--- src/clk_startup_pkg.sv ---
// Function
// - LF crystal wake delay 1K or 32K
// - LF crystal reset delay 14CK plus 0/4.1/65ms
// - source code 0010 selects calibrated RC oscillator
// - factory calibration loaded into trim at reset
// - software trim writes retune RC oscillator
// - RC source wakes in 6CK, reset delay table
// - reset pin disable lengthens 14CK to 4.1ms for RC and 128k sources only
// - reset timeout timed independent of system source
// - source code 0011 selects 128 kHz oscillator
// - 128k wakes in 6CK, 0/4/64ms reset delay
// - source code 0000 selects external clock pin
// - external clock wakes 6CK, 0/4.1/65ms reset delay
// - clock output fuse drives clock onto pin
// - clock output continues during start-up reset
// - clock output pin carries divided clock
// - clock output works with every source
// - divide-by-eight fuse divides clock by eight
// - prescaler resets to 0011 or 0000
package clk_startup_pkg;
   localparam int unsigned CLK_HZ = 125_000_000;
   // reset time-outs in microseconds
   localparam int unsigned T_4P1_US = 4100;
   localparam int unsigned T_65_US = 65000;
   localparam int unsigned T_4_US = 4000;
   localparam int unsigned T_64_US = 64000;
   localparam int unsigned CYC_4P1 = T_4P1_US * (CLK_HZ / 1_000_000);
   localparam int unsigned CYC_65 = T_65_US * (CLK_HZ / 1_000_000);
   localparam int unsigned CYC_4 = T_4_US * (CLK_HZ / 1_000_000);
   localparam int unsigned CYC_64 = T_64_US * (CLK_HZ / 1_000_000);
   // source clock counts
   localparam int unsigned CK_RESET = 14;
   localparam int unsigned CK_WAKE_SHORT = 6;
   localparam int unsigned CK_WAKE_1K = 1024;
   localparam int unsigned CK_WAKE_32K = 32768;
   // source select codes
   localparam logic [3:0] SRC_EXT = 4'h0;
   localparam logic [3:0] SRC_RC = 4'h2;
   localparam logic [3:0] SRC_128K = 4'h3;
   localparam logic [2:0] SRC_LF_HI = 3'h3;
   // start-up codes
   localparam logic [1:0] STARTUP_14CK = 2'h0;
   localparam logic [1:0] STARTUP_FAST = 2'h1;
   // prescaler values
   localparam logic [3:0] PSC_DIV1 = 4'h0;
   localparam logic [3:0] PSC_DIV8 = 4'h3;
   localparam logic [3:0] PSC_MAX = 4'h8;
   // register byte offsets
   localparam logic [7:0] REG_TRIM = 8'h00;
   localparam logic [7:0] REG_PSC = 8'h04;
   localparam logic [7:0] REG_SLEEP = 8'h08;
   localparam logic [7:0] REG_STATUS = 8'h0C;
   // status field positions
   localparam int unsigned STAT_STATE_LSB = 0;
   localparam int unsigned STAT_SRC_LSB = 4;
   localparam int unsigned STAT_STARTUP_LSB = 8;
   localparam int unsigned STAT_GATE_BIT = 12;
   // reset values
   localparam logic [7:0] TRIM_RST = 8'h00;

   typedef enum logic [1:0] {
      IDX_EXT = 2'b00,
      IDX_RC = 2'b01,
      IDX_LOWP = 2'b10,
      IDX_LF = 2'b11
   } src_idx_t;

   typedef enum logic [2:0] {
      ST_BOOT = 3'b000,
      ST_TMO = 3'b001,
      ST_CK = 3'b010,
      ST_RUN = 3'b011,
      ST_SLEEP = 3'b100
   } st_t;

   // map a source code to its oscillator; unknown codes fall back to rc
   function automatic src_idx_t src_index(input logic [3:0] code);
      src_idx_t idx;
      idx = IDX_RC;
      if (code == SRC_EXT) idx = IDX_EXT;
      else if (code == SRC_128K) idx = IDX_LOWP;
      else if (code[3:1] == SRC_LF_HI) idx = IDX_LF;
      return idx;
   endfunction
endpackage

--- src/clk_tick_if.sv ---
`timescale 1ns/1ps
interface clk_tick_if;
   logic [3:0] src_code;
   logic src_edge;
   logic src_rise;
   logic [3:0] div_sel;
   logic div_tick;
   logic div_level;
   modport sync_mp(input src_code, output src_edge, output src_rise);
   modport div_mp(input src_edge, input div_sel, output div_tick, output div_level);
   modport ctl_mp(output src_code, output div_sel, input src_edge, input src_rise, input div_tick,
                  input div_level);
endinterface

--- src/osc_edge_sync.sv ---
`timescale 1ns/1ps
module osc_edge_sync
   import clk_startup_pkg::*;
(
   input wire logic core_clk,
   input wire logic nrst,
   input wire logic [3:0] osc_pins,
   clk_tick_if.sync_mp ifc
);
   typedef struct packed {
      logic [3:0] s1;
      logic [3:0] s2;
      logic [3:0] s3;
      logic stable;
      logic edge_seen;
      logic rise;
   } sync_t;
   sync_t r, n;
   src_idx_t idx;

   // three-stage sync of all oscillators, edge of the selected one
   always_comb begin
      n = r;
      idx = src_index(ifc.src_code);
      n.s1 = osc_pins;
      n.s2 = r.s1;
      n.s3 = r.s2;
      n.edge_seen = 1'b0;
      n.rise = 1'b0;
      if (r.s2[idx] == r.s3[idx] && r.s3[idx] != r.stable) begin
         n.stable = r.s3[idx];
         n.edge_seen = 1'b1;
         n.rise = r.s3[idx];
      end
   end

   always_ff @(posedge core_clk or negedge nrst) begin
      if (!nrst) r <= '0;
      else r <= n;
   end

   assign ifc.src_edge = r.edge_seen;
   assign ifc.src_rise = r.rise;

   rc_sel_a: assert property (@(posedge core_clk) disable iff (!nrst)
      ifc.src_code == SRC_RC |-> idx == IDX_RC)
      else $error("rc code did not select rc oscillator");
endmodule

--- src/prescale_div.sv ---
`timescale 1ns/1ps
module prescale_div
   import clk_startup_pkg::*;
(
   input wire logic core_clk,
   input wire logic nrst,
   clk_tick_if.div_mp ifc
);
   typedef struct packed {
      logic [7:0] cnt;
      logic level;
      logic tick;
   } div_t;
   div_t r, n;
   logic [3:0] sh;
   logic [7:0] mask;

   // count half periods; reserved settings clamp to the largest factor
   always_comb begin
      n = r;
      n.tick = 1'b0;
      sh = (ifc.div_sel > PSC_MAX) ? PSC_MAX : ifc.div_sel;
      mask = 8'((9'h001 << sh) - 9'h001);
      if (ifc.src_edge) begin
         if (r.cnt >= mask) begin
            n.cnt = 8'h00;
            n.level = ~r.level;
            n.tick = ~r.level;
         end else begin
            n.cnt = r.cnt + 8'h01;
         end
      end
   end

   always_ff @(posedge core_clk or negedge nrst) begin
      if (!nrst) r <= '0;
      else r <= n;
   end

   assign ifc.div_tick = r.tick;
   assign ifc.div_level = r.level;

   div1_a: assert property (@(posedge core_clk) disable iff (!nrst)
      (ifc.div_sel == PSC_DIV1 && ifc.src_edge) |=> r.level != $past(r.level))
      else $error("undivided clock missed a source edge");
endmodule

--- src/clock_source_startup_select.sv ---
// The implementer's own choices: the Wishbone interface to the registers and the address map.
`timescale 1ns/1ps
module clock_source_startup_select
   import clk_startup_pkg::*;
#(
   parameter int unsigned TMO_4P1_CYC = clk_startup_pkg::CYC_4P1,
   parameter int unsigned TMO_65_CYC = clk_startup_pkg::CYC_65,
   parameter int unsigned TMO_4_CYC = clk_startup_pkg::CYC_4,
   parameter int unsigned TMO_64_CYC = clk_startup_pkg::CYC_64
)
(
   input wire logic core_clk,
   input wire logic nrst,
   // wishbone slave
   input wire logic wb_cyc_i,
   input wire logic wb_stb_i,
   input wire logic wb_we_i,
   input wire logic [7:0] wb_adr_i,
   input wire logic [3:0] wb_sel_i,
   input wire logic [31:0] wb_dat_i,
   output logic [31:0] wb_dat_o,
   output logic wb_ack_o,
   // oscillator inputs
   input wire logic crystal_input_pin,
   input wire logic rc_osc_in,
   input wire logic lowp_osc_in,
   input wire logic lf_osc_in,
   // fuses and factory data
   input wire logic [3:0] source_select_fuses,
   input wire logic [1:0] startup_time_fuses,
   input wire logic reset_pin_disable_fuse,
   input wire logic clock_output_fuse,
   input wire logic divide_by_eight_fuse,
   input wire logic [7:0] factory_cal,
   // wake request from sleep logic
   input wire logic wake_req,
   // outputs
   output logic sys_clk_en,
   output logic clock_output_pin,
   output logic clock_output_oe_n,
   output logic [7:0] rc_trim,
   output logic startup_busy
);
   typedef struct packed {
      st_t st;
      logic [23:0] tmo;
      logic [15:0] cnt;
      logic wake;
      logic [7:0] trim;
      logic [3:0] psc;
      logic [3:0] src_sel;
      logic [1:0] su_code;
      logic rstdis;
      logic out_fuse;
      logic ack;
      logic [31:0] rdat;
      logic clk_en;
      logic co_pin;
      logic co_oe_n;
      logic busy;
   } ctl_t;
   ctl_t r, n;
   clk_tick_if ifc();
   logic acc;
   logic wr;
   logic [23:0] tmo_tgt;
   logic [23:0] boot_tgt;
   int unsigned ck_tgt;

   // reset time-out in core cycles, timed independent of the selected source's clock
   function automatic logic [23:0] tmo_cycles(input logic [3:0] code, input logic [1:0] su_code,
                                              input logic rd);
      src_idx_t idx;
      logic internal;
      logic [23:0] t;
      idx = src_index(code);
      internal = (idx == IDX_RC) || (idx == IDX_LOWP);
      t = 24'h000000;
      if (su_code == STARTUP_14CK) begin
         if (rd && internal) t = 24'(TMO_4P1_CYC);
      end else if (su_code == STARTUP_FAST) begin
         t = (idx == IDX_LOWP) ? 24'(TMO_4_CYC) : 24'(TMO_4P1_CYC);
      end else begin
         t = (idx == IDX_LOWP) ? 24'(TMO_64_CYC) : 24'(TMO_65_CYC);
      end
      return t;
   endfunction

   // wake delay in source clocks
   function automatic int unsigned wake_clocks(input logic [3:0] code);
      int unsigned c;
      c = CK_WAKE_SHORT;
      if (src_index(code) == IDX_LF) c = code[0] ? CK_WAKE_32K : CK_WAKE_1K;
      return c;
   endfunction

   osc_edge_sync u_sync (
      .core_clk(core_clk),
      .nrst(nrst),
      .osc_pins({lf_osc_in, lowp_osc_in, rc_osc_in, crystal_input_pin}),
      .ifc(ifc.sync_mp)
   );

   prescale_div u_div (
      .core_clk(core_clk),
      .nrst(nrst),
      .ifc(ifc.div_mp)
   );

   assign ifc.src_code = r.src_sel;
   assign ifc.div_sel = r.psc;

   // delay targets
   always_comb begin
      tmo_tgt = tmo_cycles(r.src_sel, r.su_code, r.rstdis);
      boot_tgt = tmo_cycles(source_select_fuses, startup_time_fuses, reset_pin_disable_fuse);
      ck_tgt = r.wake ? wake_clocks(r.src_sel) : CK_RESET;
   end

   // bus slave, start-up sequencer and clock output
   always_comb begin
      n = r;
      n.ack = 1'b0;
      n.clk_en = 1'b0;
      acc = wb_cyc_i && wb_stb_i && !r.ack;
      wr = acc && wb_we_i && wb_sel_i[0];
      if (acc) begin
         n.ack = 1'b1;
         n.rdat = 32'h00000000;
         case (wb_adr_i)
            REG_TRIM: n.rdat[7:0] = r.trim;
            REG_PSC: n.rdat[3:0] = r.psc;
            REG_STATUS: begin
               n.rdat[STAT_STATE_LSB +: 3] = r.st;
               n.rdat[STAT_SRC_LSB +: 4] = r.src_sel;
               n.rdat[STAT_STARTUP_LSB +: 2] = r.su_code;
               n.rdat[STAT_GATE_BIT] = (r.st == ST_RUN);
            end
            default: n.rdat = 32'h00000000;
         endcase
      end
      if (wr && wb_adr_i == REG_TRIM) n.trim = wb_dat_i[7:0];
      if (wr && wb_adr_i == REG_PSC) n.psc = wb_dat_i[3:0];
      unique case (r.st)
         ST_BOOT: begin
            n.src_sel = source_select_fuses;
            n.su_code = startup_time_fuses;
            n.rstdis = reset_pin_disable_fuse;
            n.out_fuse = clock_output_fuse;
            n.trim = factory_cal;
            n.psc = divide_by_eight_fuse ? PSC_DIV8 : PSC_DIV1;
            n.tmo = 24'h000000;
            n.cnt = 16'h0000;
            n.wake = 1'b0;
            n.st = (boot_tgt == 24'h000000) ? ST_CK : ST_TMO;
         end
         ST_TMO: begin
            n.tmo = r.tmo + 24'h000001;
            if (r.tmo == tmo_tgt - 24'h000001) n.st = ST_CK;
         end
         ST_CK: begin
            if (ifc.src_rise) begin
               n.cnt = r.cnt + 16'h0001;
               if (r.cnt == 16'(ck_tgt - 1)) n.st = ST_RUN;
            end
         end
         ST_RUN: begin
            n.clk_en = ifc.div_tick;
            if (wr && wb_adr_i == REG_SLEEP && wb_dat_i[0]) n.st = ST_SLEEP;
         end
         ST_SLEEP: begin
            if (wake_req) begin
               n.st = ST_CK;
               n.wake = 1'b1;
               n.cnt = 16'h0000;
            end
         end
         default: n.st = ST_BOOT;
      endcase
      n.busy = (n.st == ST_BOOT) || (n.st == ST_TMO) || (n.st == ST_CK);
      // pin keeps toggling through start-up, stops only in sleep
      n.co_pin = r.out_fuse && (r.st != ST_SLEEP) && ifc.div_level;
      n.co_oe_n = ~r.out_fuse;
   end

   always_ff @(posedge core_clk or negedge nrst) begin
      if (!nrst) begin
         r <= '0;
         r.trim <= TRIM_RST;
         r.co_oe_n <= 1'b1;
         r.busy <= 1'b1;
      end else begin
         r <= n;
      end
   end

   // outputs straight from flops
   assign wb_dat_o = r.rdat;
   assign wb_ack_o = r.ack;
   assign sys_clk_en = r.clk_en;
   assign clock_output_pin = r.co_pin;
   assign clock_output_oe_n = r.co_oe_n;
   assign rc_trim = r.trim;
   assign startup_busy = r.busy;

   ack_pulse_a: assert property (@(posedge core_clk) disable iff (!nrst)
      r.ack |=> !r.ack)
      else $error("ack held longer than one cycle");

   ack_resp_a: assert property (@(posedge core_clk) disable iff (!nrst)
      (wb_cyc_i && wb_stb_i && !r.ack) |=> r.ack)
      else $error("bus request not acknowledged next cycle");

   trim_load_a: assert property (@(posedge core_clk) disable iff (!nrst)
      r.st == ST_BOOT |=> r.trim == $past(factory_cal))
      else $error("factory calibration not loaded");

   trim_write_a: assert property (@(posedge core_clk) disable iff (!nrst)
      (wr && wb_adr_i == REG_TRIM && r.st != ST_BOOT) |=> rc_trim == $past(wb_dat_i[7:0]))
      else $error("trim write not applied");

   psc_reset_a: assert property (@(posedge core_clk) disable iff (!nrst)
      r.st == ST_BOOT |=> r.psc == ($past(divide_by_eight_fuse) ? PSC_DIV8 : PSC_DIV1))
      else $error("prescaler reset value wrong");

   gate_run_a: assert property (@(posedge core_clk) disable iff (!nrst)
      sys_clk_en |-> $past(r.st) == ST_RUN && $past(ifc.div_tick))
      else $error("system clock enabled outside run");

   clkout_a: assert property (@(posedge core_clk) disable iff (!nrst)
      (r.out_fuse && r.st != ST_SLEEP) |=> !clock_output_oe_n && clock_output_pin == $past(ifc.div_level))
      else $error("clock output not driven");

   run_entry_a: assert property (@(posedge core_clk) disable iff (!nrst)
      (r.st == ST_CK && ifc.src_rise && r.cnt == 16'(ck_tgt - 1)) |=> r.st == ST_RUN ##1 startup_busy == 1'b0)
      else $error("start-up count did not release clock");
endmodule

--- config.mk ---
export PLATFORM = sky130hd
export DESIGN_NAME = clock_source_startup_select
export DESIGN_NICKNAME = d
export VERILOG_FILES = /design/src/clk_startup_pkg.sv /design/src/clk_tick_if.sv /design/src/osc_edge_sync.sv /design/src/prescale_div.sv /design/src/clock_source_startup_select.sv
export SDC_FILE = /design/constraint.sdc
export NUM_CORES = 1
export LEC_CHECK = 0
export BUFFER_PORTS_ARGS = -buffer_cell sky130_fd_sc_hd__buf_2
export CAP_MARGIN = 25
export CORE_AREA = 2 2 109 111
export CTS_CLUSTER_DIAMETER = 60
export DETAILED_ROUTE_END_ITERATION = 8
export DIE_AREA = 0 0 111 113
export PLACE_DENSITY = 0.81
export RECOVER_POWER = 100
export SETUP_SLACK_MARGIN = 0.15
export SLEW_MARGIN = 20
export SYNTH_ARGS = -nofsm -noshare
export SYNTH_HDL_FRONTEND = slang
export SYNTH_SLANG_ARGS = --single-unit
--- constraint.sdc ---
create_clock -name core_clk -period 3.6 [get_ports core_clk]
set_input_delay 1.08 -clock core_clk [delete_from_list [all_inputs] [get_ports core_clk]]
set_output_delay 1.08 -clock core_clk [all_outputs]
set_load 0.02 [all_outputs]
==> key figures <==
Clock tree
  • Num CTS Buffers: 9
  • CTS root buf: clkbuf_16
  • Clk pin slew, worst setup/hold paths: roughly 0.070 ns
  • CTS tree: yes
  • Clock sinks: 105
  • H-tree depth: 3
  • Postcts setup bufs: 0
  • CTS Buffer Depth: 2
  • Worst-skew pair later-pin latency: 0.36 ns

Layout
  • Number of fill cells: 988
  • Fraction of layout cells with a size suffix above 1: about 11%
  • Final net count: slightly below 800
  • P&R area growth vs syn: 8.51%
  • # diodes: 0
  • Final Util: 58.9%

Logic synthesis
  • Count of different cell masters after synthesis: 68
  • Post-synthesis async set-or-reset flop share: 100%
  • Most common library cells after synthesis: dfrtp_1 (103), nand2_1 (85), nor2_1 (54)
  • Sequential area share after synthesis: 43.0%
  • Synth top area cells: dfrtp_1 (42%), nand2_1 (5.2%), buf_4 (4.9%)
  • Leading area contributor after synthesis: dfrtp_1
  • Cells after Synth: approximately 670
  • Netlist Area Pre-Place: 0.00611 mm^2
  • Post-synth EDFFs: 0
  • Post-synth top flop: dfrtp_1
  • Yosys warning total: 0
  • Synthesized flop and latch total: 105
  • Most common cell in the synthesized netlist: dfrtp_1
  • Top cell type's share of synthesized area: ~42%
  • Syn Area/Cell: 9.15 um^2

Drt
  • Final ANT Viol Nets: 0
  • DRC Markers: 0
  • TritonRoute pass-1 iters: 5
  • DRT Wirelength: ~14 mm
  • Via count: just under 5000
  • DR vias/cell: roughly 5.8
  • DR iter-0 viols: between 400 and 500
  • Drt wl/cell: roughly 16 um

GRT
  • GR Util All Layers: between 20% and 30%
  • Vias in the first global route: 4788
  • Initial antenna violation count: 0
  • Grt ovf: 0
  • Largest net degree at the start of global routing: a little over 60
  • First-pass GRT wire length: 23.1 mm

Timing
  • Hold Fails Final Rpt: 0
  • Final period util: 90.6%
  • RSZ-0062 raised after global routing: false
  • Min Tclk post-route: 3.26 ns
  • Fin Hold WS: 0.353 ns
  • Slew Limit Fails: 45
  • Final setup fails: 0
  • Relative slew slack: -65.5%
  • Fmax: about 0.31 GHz
  • Setup TNS: 0 ns
  • Worst-margin pin slew: around 2.5 ns
  • Clock Skew: around 0.012 ns

Floorplan
  • Standard-cell rows: 39
  • Top Ports: between 100 and 150
  • Die extent in y: roughly 110 um
  • Die Area: approximately 0.013 mm^2
  • Initial Utilization: 54.2%
  • Placeable Area: about 0.011 mm^2
  • Die W: 111 um

Worst setup path
  • Crit end category: flip-flop
  • Crit path arrival time: 3.50 ns
  • Required @ worst endpoint: approximately 3.8 ns
  • WP buf/inv: 0
  • CP most frequent cell: nand4_1
  • Crit path kind: reg2reg
  • Slowest library cell on the worst path: dfrtp_1
  • Largest stage delay, worst path: between 0.4 and 0.5 ns
  • Startpoint Class: flip-flop
  • Family with the most delay on the worst path: compound AO/OA/AOI/OAI gates
  • Crit path cell chain: xor2_1 > or3_4 > ha_4 > a211o_1 > o21ai_2 > ha_2 > nand2b_1 > xnor2_1 > nand4_1 > a2111oi_4 > nand4_1 > o21ai_1 > nand2_1
  • Worst Path Max Fanout: 5

Power
  • P_leak: between 0.003 and 0.004 uW
  • Power per cell area: 555 mW/mm^2
  • Worst vdd ir: 558 uV

Worst hold path
  • Worst min path class: reg2reg

Place
  • RD Place Congestion: 0.902
  • Port buffer count: between 60 and 70
  • Dpl hpwl: about 10 mm

Job
  • Maxcap violations: 1

Outcome
  • Run status: finished, violations left
  • Violated checks: max-capacitance violations, max-slew violations
power by group:
group	internal, uW	switching, uW
clock	568	456
sequential	1350	239
combinational	445	623
cell type report:
cell class | count | area, um^2 | share of cell area [%]
Multi-Input combinational cell | 492 | 3080 | 46.4
Sequential cell | 105 | 2630 | 39.6
Timing Repair Buffer | 76 | 368 | 5.55
Clock buffer | 10 | 239 | 3.60
Tap cell | 143 | 179 | 2.70
Clock inverter | 6 | 72.6 | 1.09
Inverter | 18 | 67.6 | 1.02
registers in the layout, indices dropped and copies added (netlist names), 4 cells and up:
| name | cells |
|---|---|
| u_sync.r | 5 |
| wb_dat_o | 11 |
| r | 48 |
| u_div.r | 8 |
| rc_trim | 8 |
| ifc.src_code | 4 |
| u_sync.n | 8 |
| ifc.div_sel | 4 |
through the flow:
step	cell area, um^2	std cells	power (uW)	setup slack [ns]
after global placement	6330	833	2580	0.240
after CTS	6650	850	3680	0.172
after detailed placement	6340	834	2640	0.186
after floorplan	6190	688	2370	0.464
final	6630	850	3680	0.339
after global routing	6630	850	3890	0.151
worst paths after layout:
| path | startpoint | endpoint | slack (ns) | cells after the start |
|---|---|---|---|---|
| setup / recovery | ifc.src_code[1] | r[98] | 0.34 | 13 |
| hold / removal | u_sync.n[7] | u_sync.n[3] | 0.35 | 0 |
| setup reg to reg | ifc.src_code[1] | r[98] | 0.34 | 13 |
| hold reg to reg | u_sync.n[7] | u_sync.n[3] | 0.35 | 0 |
| max in group asynchronous | nrst | r[97] | 0.71 | 1 |
| min in group asynchronous | nrst | r[65] | 1.49 | 1 |
metal layers:
metal,global-route usage (%),routed length [um],vias to the layer above
met4,6.83,224,0
met3,5.84,828,23
li1,-,-,2359
met2,39.5,6950,167
met5,0,0,-
met1,28.6,6010,2411
logic make-up after synthesis:
kind of cell	after synthesis	synth area share [%]
AO/OA/AOI/OAI	133	14.5
XOR/XNOR	30	4.30
adder cells (fa/ha/maj)	20	4.09
buffers and inverters	91	8.37
flip-flops	105	43.0
multiplexers	27	4.85
other	1	0.0613
AND/OR/NAND/NOR	261	20.8
cell usage in the layout, fill, tap and decap left out, types with 16 or more instances in the layout:
master	netlist	routed
ha_1	20	18
inv_1	16	16
xnor2_1	18	18
dfrtp_1	103	103
nand3_1	36	36
nor2_1	54	54
nand2_1	85	85
clkbuf_1	26	30
buf_2	4	41
conb_1	1	21
a21oi_1	17	17
o21ai_0	35	49
mux2i_1	24	24
repair_timing:
action	4_1_cts	5_1_grt
resized for setup	0	8
endpoints found under the setup margin	0	2
hold buffers	0	0
No activity file was read; power rests on OpenSTA's default activity.
